===== config.mk =====
export PLATFORM = sky130hd
export DESIGN_NAME = scl_top
export DESIGN_NICKNAME = d
export VERILOG_FILES = /design/src/scl_pkg.sv /design/src/scl_debounce.sv /design/src/scl_top.sv
export SDC_FILE = /design/constraint.sdc
export NUM_CORES = 1
export LEC_CHECK = 0
export BUFFER_PORTS_ARGS = -buffer_cell sky130_fd_sc_hd__buf_2
export CAP_MARGIN = 20
export CORE_MARGIN = 2
export CORE_UTILIZATION = 58
export DETAILED_ROUTE_END_ITERATION = 10
export GPL_TIMING_DRIVEN = 1
export PLACE_DENSITY_LB_ADDON = 0.05
export SKIP_CTS_REPAIR_TIMING = 1
export SLEW_MARGIN = 0
export SYNTH_ARGS = -nofsm -noshare
export SYNTH_HDL_FRONTEND = slang
export SYNTH_SLANG_ARGS = --single-unit

===== constraint.sdc =====
create_clock -name core_clk -period 2.9 [get_ports core_clk]
set_input_delay 0.145 -clock core_clk [delete_from_list [all_inputs] [get_ports core_clk]]
set_output_delay 0.145 -clock core_clk [all_outputs]
set_load 0.005 [all_outputs]

===== src/scl_pkg.sv =====
// constants and types for the coupler switch and indicator block
// Overview of operation
// RULE1: registration switch off-to-on with unit power records attached module table.
// RULE2: registration switch on-to-off erases the registered module table.
// RULE3: registered table check enforced only while registration switch is on.
// RULE4: auto-restore arms on its rising edge with registration on; off means no restore.
// RULE5: backup fires only on on-off-on of backup switch within 3 s.
// RULE6: the unused second switch is kept off; it has no function.
// RULE7: all switch functions read as off after reset.
// RULE8: backup parameters are internal only, never on the fieldbus path.
// RULE9: after registration leave registration and restore on, backup off.
// RULE10: watchdog timeout gives double flash on error indicator; off without error.
// RULE11: local-error state change gives single flash and sets status error bit.
// RULE12: configuration error blinks; critical error lights steadily, highest priority.
// RULE13: per-port link indicator off without link, on with link, flicker on traffic.
// RULE14: run indicator off, blink, single flash, on for Init, PreOp, SafeOp, Op.
// RULE15: switches synchronised and debounced so each transition gives one edge.
`default_nettype none
package scl_pkg;
  localparam int unsigned CLK_HZ        = 100_000_000;
  localparam int unsigned BACKUP_WIN_MS = 3000;
  localparam int unsigned BACKUP_WIN_CYC = (CLK_HZ / 1000) * BACKUP_WIN_MS;
  localparam int unsigned DEBOUNCE_MS   = 10;
  localparam int unsigned DEBOUNCE_CYC  = (CLK_HZ / 1000) * DEBOUNCE_MS;
  localparam int unsigned BLINK_MS      = 200;
  localparam int unsigned BLINK_CYC     = (CLK_HZ / 1000) * BLINK_MS;
  localparam int unsigned FLICKER_MS    = 50;
  localparam int unsigned FLICKER_CYC   = (CLK_HZ / 1000) * FLICKER_MS;
  localparam int unsigned SW_OFF        = 0;
  localparam logic        SW_RESET      = 1'h0;
  localparam int unsigned TABLE_W       = 64;
  localparam logic [TABLE_W-1:0] TABLE_RESET = 64'h0;
  localparam logic [2:0]  PHASE_RESET   = 3'h0;
  // fieldbus slave states as seen by the run indicator
  typedef enum logic [3:0] {
    SCL_INIT   = 4'h1,
    SCL_PREOP  = 4'h2,
    SCL_SAFEOP = 4'h4,
    SCL_OP     = 4'h8
  } scl_slave_t;
  // backup gesture tracker
  typedef enum logic [3:0] {
    SCL_BK_IDLE  = 4'h1,
    SCL_BK_ON1   = 4'h2,
    SCL_BK_OFF   = 4'h4,
    SCL_BK_DONE  = 4'h8
  } scl_bk_t;
endpackage : scl_pkg
`default_nettype wire


===== src/scl_debounce.sv =====
// two-flop synchroniser and debouncer for one switch input
`default_nettype none
module scl_debounce #(
  // settling span in cycles; the package default is the field value
  parameter int unsigned DEBOUNCE = scl_pkg::DEBOUNCE_CYC
) (
  input  wire logic core_clk,
  input  wire logic rst,
  input  wire logic raw,
  output logic      level,
  output logic      rise,
  output logic      fall
);
  logic        sync_a;
  logic        sync_b;
  logic        stable;
  logic [31:0] cnt;
  logic        next_stable;
  logic [31:0] next_cnt;

  // RULE15 debounce counter
  always_comb begin
    next_stable = stable;
    next_cnt    = 32'h0;
    if (sync_b != stable) begin
      next_cnt = cnt + 32'h1;
      if (cnt >= 32'(DEBOUNCE - 1)) begin
        next_stable = sync_b;
        next_cnt    = 32'h0;
      end
    end
  end

  // RULE7 switches read off from reset
  always_ff @(posedge core_clk) begin
    if (rst) begin
      sync_a <= scl_pkg::SW_RESET;
      sync_b <= scl_pkg::SW_RESET;
      stable <= scl_pkg::SW_RESET;
      cnt    <= 32'h0;
      level  <= scl_pkg::SW_RESET;
      rise   <= 1'b0;
      fall   <= 1'b0;
    end else begin
      sync_a <= raw;
      sync_b <= sync_a;
      stable <= next_stable;
      cnt    <= next_cnt;
      level  <= next_stable;
      // RULE15 single edge pulse
      rise   <= next_stable & ~stable;
      fall   <= ~next_stable & stable;
    end
  end
endmodule : scl_debounce
`default_nettype wire


===== src/scl_top.sv =====
// switch handling and front-panel indicator logic of the slice coupler
`default_nettype none
module scl_top #(
  parameter int unsigned BACKUP_WIN = scl_pkg::BACKUP_WIN_CYC,
  parameter int unsigned BLINK      = scl_pkg::BLINK_CYC,
  parameter int unsigned FLICKER    = scl_pkg::FLICKER_CYC,
  parameter int unsigned DEBOUNCE   = scl_pkg::DEBOUNCE_CYC
) (
  input  wire logic                       core_clk,
  input  wire logic                       rst,
  input  wire logic                       sw_regs,
  input  wire logic                       sw_unused,
  input  wire logic                       sw_restore,
  input  wire logic                       sw_backup,
  input  wire logic                       unit_power,
  input  wire logic [scl_pkg::TABLE_W-1:0] attached_table,
  input  wire logic                       module_replaced,
  input  wire logic [3:0]                 slave_state,
  input  wire logic                       err_watchdog,
  input  wire logic                       err_local,
  input  wire logic                       err_config,
  input  wire logic                       err_critical,
  input  wire logic                       link_in,
  input  wire logic                       act_in,
  input  wire logic                       link_out,
  input  wire logic                       act_out,
  output logic [scl_pkg::TABLE_W-1:0]     reg_table,
  output logic                            table_check_en,
  output logic                            table_mismatch,
  output logic                            restore_req,
  output logic                            backup_req,
  output logic                            al_err_ind,
  output logic                            led_run,
  output logic                            led_err,
  output logic                            led_la_in,
  output logic                            led_la_out
);
  logic regs_lvl, regs_rise, regs_fall;
  logic rest_lvl, rest_rise, rest_fall;
  logic back_lvl, back_rise, back_fall;

  // one debouncer per switch; the unused switch is sampled but ignored
  scl_debounce #(.DEBOUNCE(DEBOUNCE)) u_regs (.core_clk(core_clk), .rst(rst), .raw(sw_regs),
                                              .level(regs_lvl), .rise(regs_rise), .fall(regs_fall));
  scl_debounce #(.DEBOUNCE(DEBOUNCE)) u_rest (.core_clk(core_clk), .rst(rst), .raw(sw_restore),
                                              .level(rest_lvl), .rise(rest_rise), .fall(rest_fall));
  scl_debounce #(.DEBOUNCE(DEBOUNCE)) u_back (.core_clk(core_clk), .rst(rst), .raw(sw_backup),
                                              .level(back_lvl), .rise(back_rise), .fall(back_fall));
  // RULE6 second switch has no function
  scl_debounce #(.DEBOUNCE(DEBOUNCE)) u_nc   (.core_clk(core_clk), .rst(rst), .raw(sw_unused),
                                              .level(), .rise(), .fall());

  logic pwr_a, pwr_b, rep_a, rep_b;
  logic [7:0] ind_a, ind_b;
  logic [3:0] st_a, st_b;
  // synchronise asynchronous status inputs
  always_ff @(posedge core_clk) begin
    if (rst) begin
      pwr_a <= 1'b0; pwr_b <= 1'b0;
      rep_a <= 1'b0; rep_b <= 1'b0;
      ind_a <= 8'h0; ind_b <= 8'h0;
      st_a  <= 4'h1; st_b  <= 4'h1;
    end else begin
      pwr_a <= unit_power; pwr_b <= pwr_a;
      rep_a <= module_replaced; rep_b <= rep_a;
      ind_a <= {err_watchdog, err_local, err_config, err_critical, link_in, act_in, link_out, act_out};
      ind_b <= ind_a;
      st_a  <= slave_state; st_b <= st_a;
    end
  end

  // counter helper used by the blink and flicker counters of the indicator timebase
  function automatic logic [31:0] tick(input logic [31:0] c, input int unsigned lim);
    tick = (c >= 32'(lim - 1)) ? 32'h0 : c + 32'h1;
  endfunction : tick

  // registered table, restore arming and backup gesture
  logic [scl_pkg::TABLE_W-1:0] next_reg_table;
  logic                        rest_armed, next_rest_armed;
  logic                        next_restore_req, next_backup_req;
  scl_pkg::scl_bk_t            bk, next_bk;
  logic [31:0]                 bk_cnt, next_bk_cnt;

  always_comb begin
    next_reg_table   = reg_table;
    next_rest_armed  = rest_armed;
    next_restore_req = 1'b0;
    next_backup_req  = 1'b0;
    next_bk          = bk;
    next_bk_cnt      = bk_cnt;
    // RULE1 record table
    if (regs_rise && pwr_b)
      next_reg_table = attached_table;
    // RULE2 clear table
    if (regs_fall)
      next_reg_table = scl_pkg::TABLE_RESET;
    // RULE4 arm restore
    if (rest_rise && regs_lvl)
      next_rest_armed = 1'b1;
    if (!rest_lvl || !regs_lvl)
      next_rest_armed = 1'b0;
    // RULE4 restore on replacement
    // RULE8 parameters stay internal; only a request strobe leaves the block
    if (rest_armed && rest_lvl && regs_lvl && rep_b)
      next_restore_req = 1'b1;
    // RULE5 on-off-on window
    if (bk != scl_pkg::SCL_BK_IDLE)
      next_bk_cnt = bk_cnt + 32'h1;
    case (bk)
      scl_pkg::SCL_BK_IDLE: begin
        next_bk_cnt = 32'h0;
        if (back_rise)
          next_bk = scl_pkg::SCL_BK_ON1;
      end
      scl_pkg::SCL_BK_ON1: begin
        if (back_fall)
          next_bk = scl_pkg::SCL_BK_OFF;
      end
      scl_pkg::SCL_BK_OFF: begin
        if (back_rise)
          next_bk = scl_pkg::SCL_BK_DONE;
      end
      scl_pkg::SCL_BK_DONE: begin
        next_backup_req = 1'b1;
        next_bk         = scl_pkg::SCL_BK_IDLE;
      end
      default: next_bk = scl_pkg::SCL_BK_IDLE;
    endcase
    // RULE5 window expiry restarts gesture
    if (bk != scl_pkg::SCL_BK_IDLE && bk != scl_pkg::SCL_BK_DONE &&
        bk_cnt >= 32'(BACKUP_WIN - 1)) begin
      next_bk     = back_rise ? scl_pkg::SCL_BK_ON1 : scl_pkg::SCL_BK_IDLE;
      next_bk_cnt = 32'h0;
    end
  end

  // RULE7 reset values mean off
  always_ff @(posedge core_clk) begin
    if (rst) begin
      reg_table   <= scl_pkg::TABLE_RESET;
      rest_armed  <= 1'b0;
      restore_req <= 1'b0;
      backup_req  <= 1'b0;
      bk          <= scl_pkg::SCL_BK_IDLE;
      bk_cnt      <= 32'h0;
    end else begin
      reg_table   <= next_reg_table;
      rest_armed  <= next_rest_armed;
      restore_req <= next_restore_req;
      backup_req  <= next_backup_req;
      bk          <= next_bk;
      bk_cnt      <= next_bk_cnt;
    end
  end

  // RULE3 check only while registration on
  logic next_check_en, next_mismatch;
  always_comb begin
    next_check_en = regs_lvl;
    next_mismatch = regs_lvl && (attached_table != reg_table);
  end

  // indicator timebase: phase steps once per blink period, flicker toggles faster
  logic [31:0] bl_cnt, next_bl_cnt, fl_cnt, next_fl_cnt;
  logic [2:0]  phase, next_phase;
  logic        flk, next_flk;
  always_comb begin
    next_bl_cnt = tick(bl_cnt, BLINK);
    next_fl_cnt = tick(fl_cnt, FLICKER);
    next_phase  = (bl_cnt >= 32'(BLINK - 1)) ? phase + 3'h1 : phase;
    next_flk    = (fl_cnt >= 32'(FLICKER - 1)) ? ~flk : flk;
  end

  // patterns: blink alternates, single flash one slot in eight, double two
  logic pat_blink, pat_single, pat_double;
  always_comb begin
    pat_blink  = phase[0];
    pat_single = (phase == 3'h0);
    pat_double = (phase == 3'h0) || (phase == 3'h2);
  end

  logic next_run, next_err, next_la_in, next_la_out, next_al_err;
  always_comb begin
    // RULE14 run indicator by state
    case (st_b)
      scl_pkg::SCL_INIT:   next_run = 1'b0;
      scl_pkg::SCL_PREOP:  next_run = pat_blink;
      scl_pkg::SCL_SAFEOP: next_run = pat_single;
      scl_pkg::SCL_OP:     next_run = 1'b1;
      default:             next_run = 1'b0;
    endcase
    // RULE12 critical wins
    if (ind_b[4])
      next_err = 1'b1;
    // RULE12 configuration blink
    else if (ind_b[5])
      next_err = pat_blink;
    // RULE11 local error flash
    else if (ind_b[6])
      next_err = pat_single;
    // RULE10 watchdog double flash
    else if (ind_b[7])
      next_err = pat_double;
    else
      next_err = 1'b0;
    // RULE11 status error bit
    next_al_err = ind_b[6];
    // RULE13 link and activity
    next_la_in  = ind_b[3] && (ind_b[2] ? flk : 1'b1);
    next_la_out = ind_b[1] && (ind_b[0] ? flk : 1'b1);
  end

  // indicator registers; outputs come straight from flip-flops
  always_ff @(posedge core_clk) begin
    if (rst) begin
      bl_cnt         <= 32'h0;
      fl_cnt         <= 32'h0;
      phase          <= scl_pkg::PHASE_RESET;
      flk            <= 1'b0;
      led_run        <= 1'b0;
      led_err        <= 1'b0;
      led_la_in      <= 1'b0;
      led_la_out     <= 1'b0;
      al_err_ind     <= 1'b0;
      table_check_en <= 1'b0;
      table_mismatch <= 1'b0;
    end else begin
      bl_cnt         <= next_bl_cnt;
      fl_cnt         <= next_fl_cnt;
      phase          <= next_phase;
      flk            <= next_flk;
      led_run        <= next_run;
      led_err        <= next_err;
      led_la_in      <= next_la_in;
      led_la_out     <= next_la_out;
      al_err_ind     <= next_al_err;
      table_check_en <= next_check_en;
      table_mismatch <= next_mismatch;
    end
  end
endmodule : scl_top
`default_nettype wire


==> results.py, run 1 <==
metrics = {
    "sta": {
        "period_share": 0.846,
        "slew_headroom": 0.432,
        "rsz0062_at_grt": "false",
        "fmax_mhz": 408,
        "setup_viol": 0,
        "final_max_slew_viol_count": 0,
        "tightest_slew_ns": 0.844,
        "period_minus_slack_ns": 2.45,
        "hold_viol_final": 0,
        "fin_worst_skew_ns": 0.0131,
        "fin_setup_tns_ns": 0,
    },
    "routing": {
        "routedWlPerCell_um": 14.3,
        "routed_wl_um": 28100,
        "drtIter0Drc": 438,
        "vias": 10300,
        "drtAntennaViolNets": 0,
        "drt-pass1-iter-count": 5,
        "viasPerCell": 5.23,
        "drc": 0,
    },
    "synthesis": {
        "ys.flop_type": "dfxtp_1",
        "postSynthCellCount": 1378,
        "ys_warn_count": 0,
        "synth-edff-count": 0,
        "synth_top_family_by_area": "simple AND/OR/NAND/NOR gates",
        "ys_seq_area_frac": 0.503,
        "ys_seq_elements": 316,
        "async_reset_ff_frac": 0,
        "synth_xor_area_frac": 0.130,
        "yosys.area.top_type": "dfxtp_1",
        "synth-compound-area-share": 0.0774,
        "synth_top_area_share": 0.503,
        "synth_mux_area_frac": 0.00179,
        "synth_fa_ha_area_frac": 0.00797,
        "syn_avg_cell_area_um2": 9.12,
        "synth_area_um2": 12600,
        "yosys.area_share.simple": 0.248,
        "synth_area_leaders": "dfxtp_1, xor2_1, xnor2_1",
        "ys_types": 60,
    },
    "worst_setup_path": {
        "rrSetupSlack_ns": 0.45,
        "critPathSlowestCell": "a211oi_1",
        "cp-start-kind": "flip-flop",
        "path_class": "reg -> reg",
        "crit_required_ns": 3.35,
        "r2r-start": "u_rest.cnt[0]",
        "timing.rr.end": "u_rest.cnt[5]",
        "critPathMaxFanout": 15,
        "endpoint_kind": "flip-flop",
        "max_stage_delay_ns": 0.46,
        "rr_worst_depth": 7,
        "critPathArrivalTime_ns": 2.90,
        "cp_cell_sequence": "ha_1 -> and4_1 -> a2111o_1 -> a211oi_1 -> o2111ai_1 -> buf_4 -> nor2_1",
    },
    "cts": {
        "root_buffer": "clkbuf_16",
        "clockBufferDepth": 3,
        "htreeDepth": 2,
        "clkTransAtPathRegs_ns": 0.06,
        "cts_made_buffers": 35,
        "insertion_delay_ns": 0.52,
        "cts_tree": "built",
        "cts.sink_count": 316,
    },
    "finish": {
        "final_common_cell": "dfxtp_1",
        "area.growth.synth_to_final_pct": 25.8,
        "final_cell_mix": "dfxtp_1, nand2_1, buf_2",
        "multi_input_area_um2": 6040,
        "drive_above_1_share": 0.151,
        "nFillCells": 1513,
        "nets": 1751,
        "antenna_cells": 0,
        "utilization": 0.747,
        "ff_latch_area_um2": 6330,
    },
    "floorplanning": {
        "row_count": 53,
        "die-area_um2": 22900,
        "initial_core_util": 0.594,
        "ios": 157,
        "die_height_um": 151,
        "coreArea_um2": 21200,
        "die_w_um": 151,
    },
    "global_routing": {
        "grt_pass1_vias": 8902,
        "track_usage": 0.222,
        "grt_overflow": 0,
        "grt_pass1_wl_um": 41900,
        "antenna_found_initial": 0,
        "grt_max_degree": 77,
    },
    "place": {
        "io_buffers": 155,
        "hpwl_um": 17600,
        "gp_congestion": 0.806,
    },
    "worst_hold_path": {
        "hold_path_end": "st_a[0]",
        "hold_depth": 3,
        "hold_path.class": "in -> reg",
        "min_from": "slave_state[0]",
    },
    "pwr": {
        "p_leak_nw": 6.06,
        "peakVddDrop_uv": 578,
        "totalPowerFinal_mw": 9.36,
        "powerDensity_nw_per_um2": 592,
    },
    "flow_run": {
        "drv_cap": 0,
    },
    "outcome": {
        "status": "complete, no violations",
    },
}
synthesized netlist by cell type (5+ instances only):
| cell | number |
|---|---|
| a21oi_1 | 74 |
| or3_1 | 10 |
| nand4_1 | 28 |
| a2111oi_0 | 20 |
| xor2_1 | 104 |
| nor3_1 | 58 |
| o21ai_0 | 11 |
| nand3_1 | 53 |
| clkbuf_1 | 49 |
| nor4b_1 | 5 |
| xnor2_1 | 82 |
| and3_1 | 19 |
| nor2b_1 | 41 |
| nand2_1 | 177 |
| inv_1 | 37 |
| nand2b_1 | 6 |
| and4_1 | 14 |
| ha_1 | 8 |
| a211oi_1 | 6 |
| nor2_1 | 125 |
| nor3b_1 | 7 |
| dfxtp_1 | 316 |
| or2_2 | 6 |
| nor4_1 | 50 |
| and2_1 | 10 |
per-stage QoR:
step / cells / cell area [um^2] / setup WS [ns] / hold WS [ns]
finish: 1961 / 15800 / 0.446 / 0.359
detailed placement: 1814 / 13800 / 0.445 / 0.334
floorplan: 1429 / 12800 / 0.768 / 0.249
CTS: 1878 / 15000 / 0.430 / -0.206
global route: 1961 / 15800 / 0.228 / 0.373
global placement: 1814 / 13800 / 0.526 / 0.338
flip-flops by register name (all words and copies together), names as in the netlist, 8 cells and up:
signal / count
u_back.cnt: 32
u_regs.cnt: 32
u_rest.cnt: 32
ind_a: 8
fl_cnt: 32
reg_table: 64
ind_b: 8
bl_cnt: 32
bk_cnt: 32
worst max-delay path by stage:
stage	to	slack, ns	depth (start not counted)	start
global placement	u_rest.cnt[7]	0.53	7	u_rest.cnt[0]
CTS	u_rest.cnt[9]	0.43	7	u_rest.cnt[0]
global route	u_rest.cnt[2]	0.23	7	u_rest.cnt[0]
floorplan	bk_cnt[2]	0.77	8	bk_cnt[0]
finish	u_rest.cnt[5]	0.45	7	u_rest.cnt[0]
detailed placement	u_rest.cnt[8]	0.45	7	u_rest.cnt[0]
per-layer routing:
metal	track usage	part of all wire	vias to the layer above
li1	-	-	5227
met1	0.292	0.44	4719
met2	0.376	0.48	255
met3	0.0449	0.056	51
met4	0.0561	0.022	0
met5	0	0	-
power breakdown:
group	internal, mW	switching [mW]	leakage, nW
clock	2.76	1.81	0.583
sequential	4.42	0.0311	2.57
combinational	0.179	0.170	2.90
total	7.35	2.01	6.06
critical path, delay by kind of cell (launching register included):
family                   cells  cell delay (ns)
AO/OA/AOI/OAI                3             1.23
flip-flops                   1             0.33
buffers and inverters        1             0.31
AND/OR/NAND/NOR              2             0.28
adder cells (fa/ha/maj)      1             0.23
cells by family (layout without fill, tap and decap cells):
logic type,count (synthesis),after routing
simple gates,623,623
flops,316,316
xor+xnor,186,186
compound gates,145,145
buf+inv,97,354
fa+ha+maj,8,8
mux,2,2
other cells,1,52
cell type report:
| cell class | instances | area share |
|---|---|---|
| Inverter | 37 | 0.00878 |
| Clock inverter | 20 | 0.0169 |
| Tap cell | 275 | 0.0218 |
| Multi-Input combinational cell | 1016 | 0.382 |
| Timing Repair Buffer | 253 | 0.110 |
| Clock buffer | 44 | 0.0607 |
| Sequential cell | 316 | 0.400 |
Note: power is estimated with default switching activity, not from simulation.
==> run 2, diff against run 1 <==
==> constraint.sdc (replaced) <==
create_clock -name core_clk -period 2.34 [get_ports core_clk]
set_input_delay 0.117 -clock core_clk [delete_from_list [all_inputs] [get_ports core_clk]]
set_output_delay 0.117 -clock core_clk [all_outputs]
set_load 0.005 [all_outputs]
==> results.py, run 2 (same netlist as run 1, synthesis figures left out) <==
metrics = {
    "outcome": {
        "status": "complete, no violations",
    },
    "pwr": {
        "peakVddDrop_uv": 555,
        "powerDensity_nw_per_um2": 716,
        "p_leak_nw": 6.09,
    },
    "sta": {
        "layout_setup_ws_ns": 0.213,
        "fmax_mhz": 470,
        "final_max_slew_viol_count": 0,
        "slew_headroom": 0.537,
        "period_share": 0.909,
        "fin_worst_skew_ns": 0.0119,
        "fin_setup_tns_ns": 0,
        "tightest_slew_ns": 0.695,
        "rsz0062_at_grt": "false",
        "hold_viol_final": 0,
        "setup_viol": 0,
        "period_minus_slack_ns": 2.13,
    },
    "worst_setup_path": {
        "cp_cell_sequence": "ha_1 -> and3_1 -> a211oi_1 -> or4b_4 -> a31oi_4 -> buf_4 -> a211oi_1",
        "r2r-start": "bk_cnt[0]",
        "crit_end": "bk_cnt[31]",
        "timing.rr.end": "bk_cnt[31]",
        "cp_common_cell": "a211oi_1",
        "critPathArrivalTime_ns": 2.55,
        "endpoint_kind": "flip-flop",
        "crit_required_ns": 2.77,
        "max_stage_delay_ns": 0.58,
        "rrSetupSlack_ns": 0.21,
        "cp-start-kind": "flip-flop",
        "path_class": "reg -> reg",
        "crit_start": "bk_cnt[0]",
        "critPathSlowestCell": "or4b_4",
        "critPathMaxFanout": 11,
        "rr_worst_depth": 7,
    },
    "finish": {
        "stdcell_count": 1961,
        "top_register": "reg_table",
        "antenna_cells": 0,
        "nFillCells": 1511,
        "area.growth.synth_to_final_pct": 25.8,
        "fin_area_um2": 15800,
        "final_cell_mix": "dfxtp_1, nand2_1, buf_2",
        "utilization": 0.747,
        "final_common_cell": "dfxtp_1",
        "nets": 1756,
        "drive_above_1_share": 0.150,
        "largest_reg_flops": 64,
    },
    "global_routing": {
        "grt_max_degree": 77,
        "grt_overflow": 0,
        "antenna_found_initial": 0,
        "grt_pass1_vias": 9267,
        "grt_pass1_wl_um": 42700,
        "track_usage": 0.225,
    },
    "routing": {
        "vias": 10300,
        "drtAntennaViolNets": 0,
        "routed_wl_um": 27800,
        "drtIter0Drc": 390,
        "routedWlPerCell_um": 14.2,
        "viasPerCell": 5.26,
        "drc": 0,
        "drt-pass1-iter-count": 5,
    },
    "cts": {
        "clkTransAtPathRegs_ns": 0.06,
        "insertion_delay_ns": 0.56,
        "cts_made_buffers": 31,
        "htreeDepth": 1,
        "cts.sink_count": 316,
        "root_buffer": "clkbuf_16",
        "cts_tree": "built",
        "clockBufferDepth": 3,
    },
    "floorplanning": {
        "die-area_um2": 22900,
        "initial_core_util": 0.594,
        "row_count": 53,
        "coreArea_um2": 21200,
        "ios": 157,
        "die_height_um": 151,
        "die_w_um": 151,
    },
    "place": {
        "dp.cells": 1822,
        "io_buffers": 155,
        "place_area_um2": 13900,
        "gp_congestion": 0.810,
        "hpwl_um": 17700,
        "pre_cts_slack_ns": 0.229,
    },
    "worst_hold_path": {
        "hold_path.class": "in -> reg",
        "hold_depth": 3,
    },
    "flow_run": {
        "drv_cap": 0,
    },
}
run 2: cell count changes in the layout (fill, tap and decap cells not counted), sizes merged:
| cell | previous run | this run |
|---|---|---|
| inv | 39 | 38 |
| bufinv | 4 | 7 |
| dlygate4sd3 | 83 | 84 |
| buf | 170 | 178 |
| clkinvlp | 6 | 0 |
| clkbuf | 44 | 40 |
| clkinv | 8 | 7 |
run 2: how the worst min path moves through the flow:
stage              startpoint      end  slack (ns)
3_5_place_dp   slave_state[0]  st_a[0]        0.31
5_1_grt        slave_state[0]  st_a[0]        0.28
3_3_place_gp   slave_state[0]  st_a[0]        0.31
4_1_cts        slave_state[0]  st_a[0]       -0.27
2_1_floorplan  slave_state[0]  st_a[0]        0.22
6_report       slave_state[0]  st_a[0]        0.29
run 2: final cells by class:
| cell class | instances | area [um^2] | area share |
|---|---|---|---|
| inverter | 37 | 139 | 0.00879 |
| multi-input combinational | 1016 | 6050 | 0.382 |
| sequential | 316 | 6330 | 0.400 |
| clock buffer | 40 | 860 | 0.0544 |
| clock inverter | 15 | 254 | 0.0161 |
| timing repair buffer | 262 | 1840 | 0.116 |
| tap | 275 | 344 | 0.0218 |
run 2: power by group:
| group | switching (mW) | internal, mW |
|---|---|---|
| Clock | 2.03 | 3.34 |
| Combinational | 0.207 | 0.227 |
| Sequential | 0.0378 | 5.47 |
| Total | 2.27 | 9.04 |
run 2: routing by layer:
layer  global-route usage  share of wire
met1                0.281           0.43
met2                0.397           0.49
met3               0.0404          0.053
met4               0.0626          0.027
met5                    0              0
run 2: critical path: cells and delay by family, from the launching register on:
kind / cells / cell delay [ns]
AO/OA/AOI/OAI: 3 / 0.41
adder cells (fa/ha/maj): 1 / 0.20
buffers and inverters: 1 / 0.23
flip-flops: 1 / 0.38
AND/OR/NAND/NOR: 2 / 0.78
run 2: metrics by stage:
step	hold slack (ns)	power, mW
after global placement	0.312	5.93
after global routing	0.282	11.7
after detailed placement	0.314	5.94
after CTS	-0.268	11.3
final	0.286	11.3
after floorplan	0.221	5.78
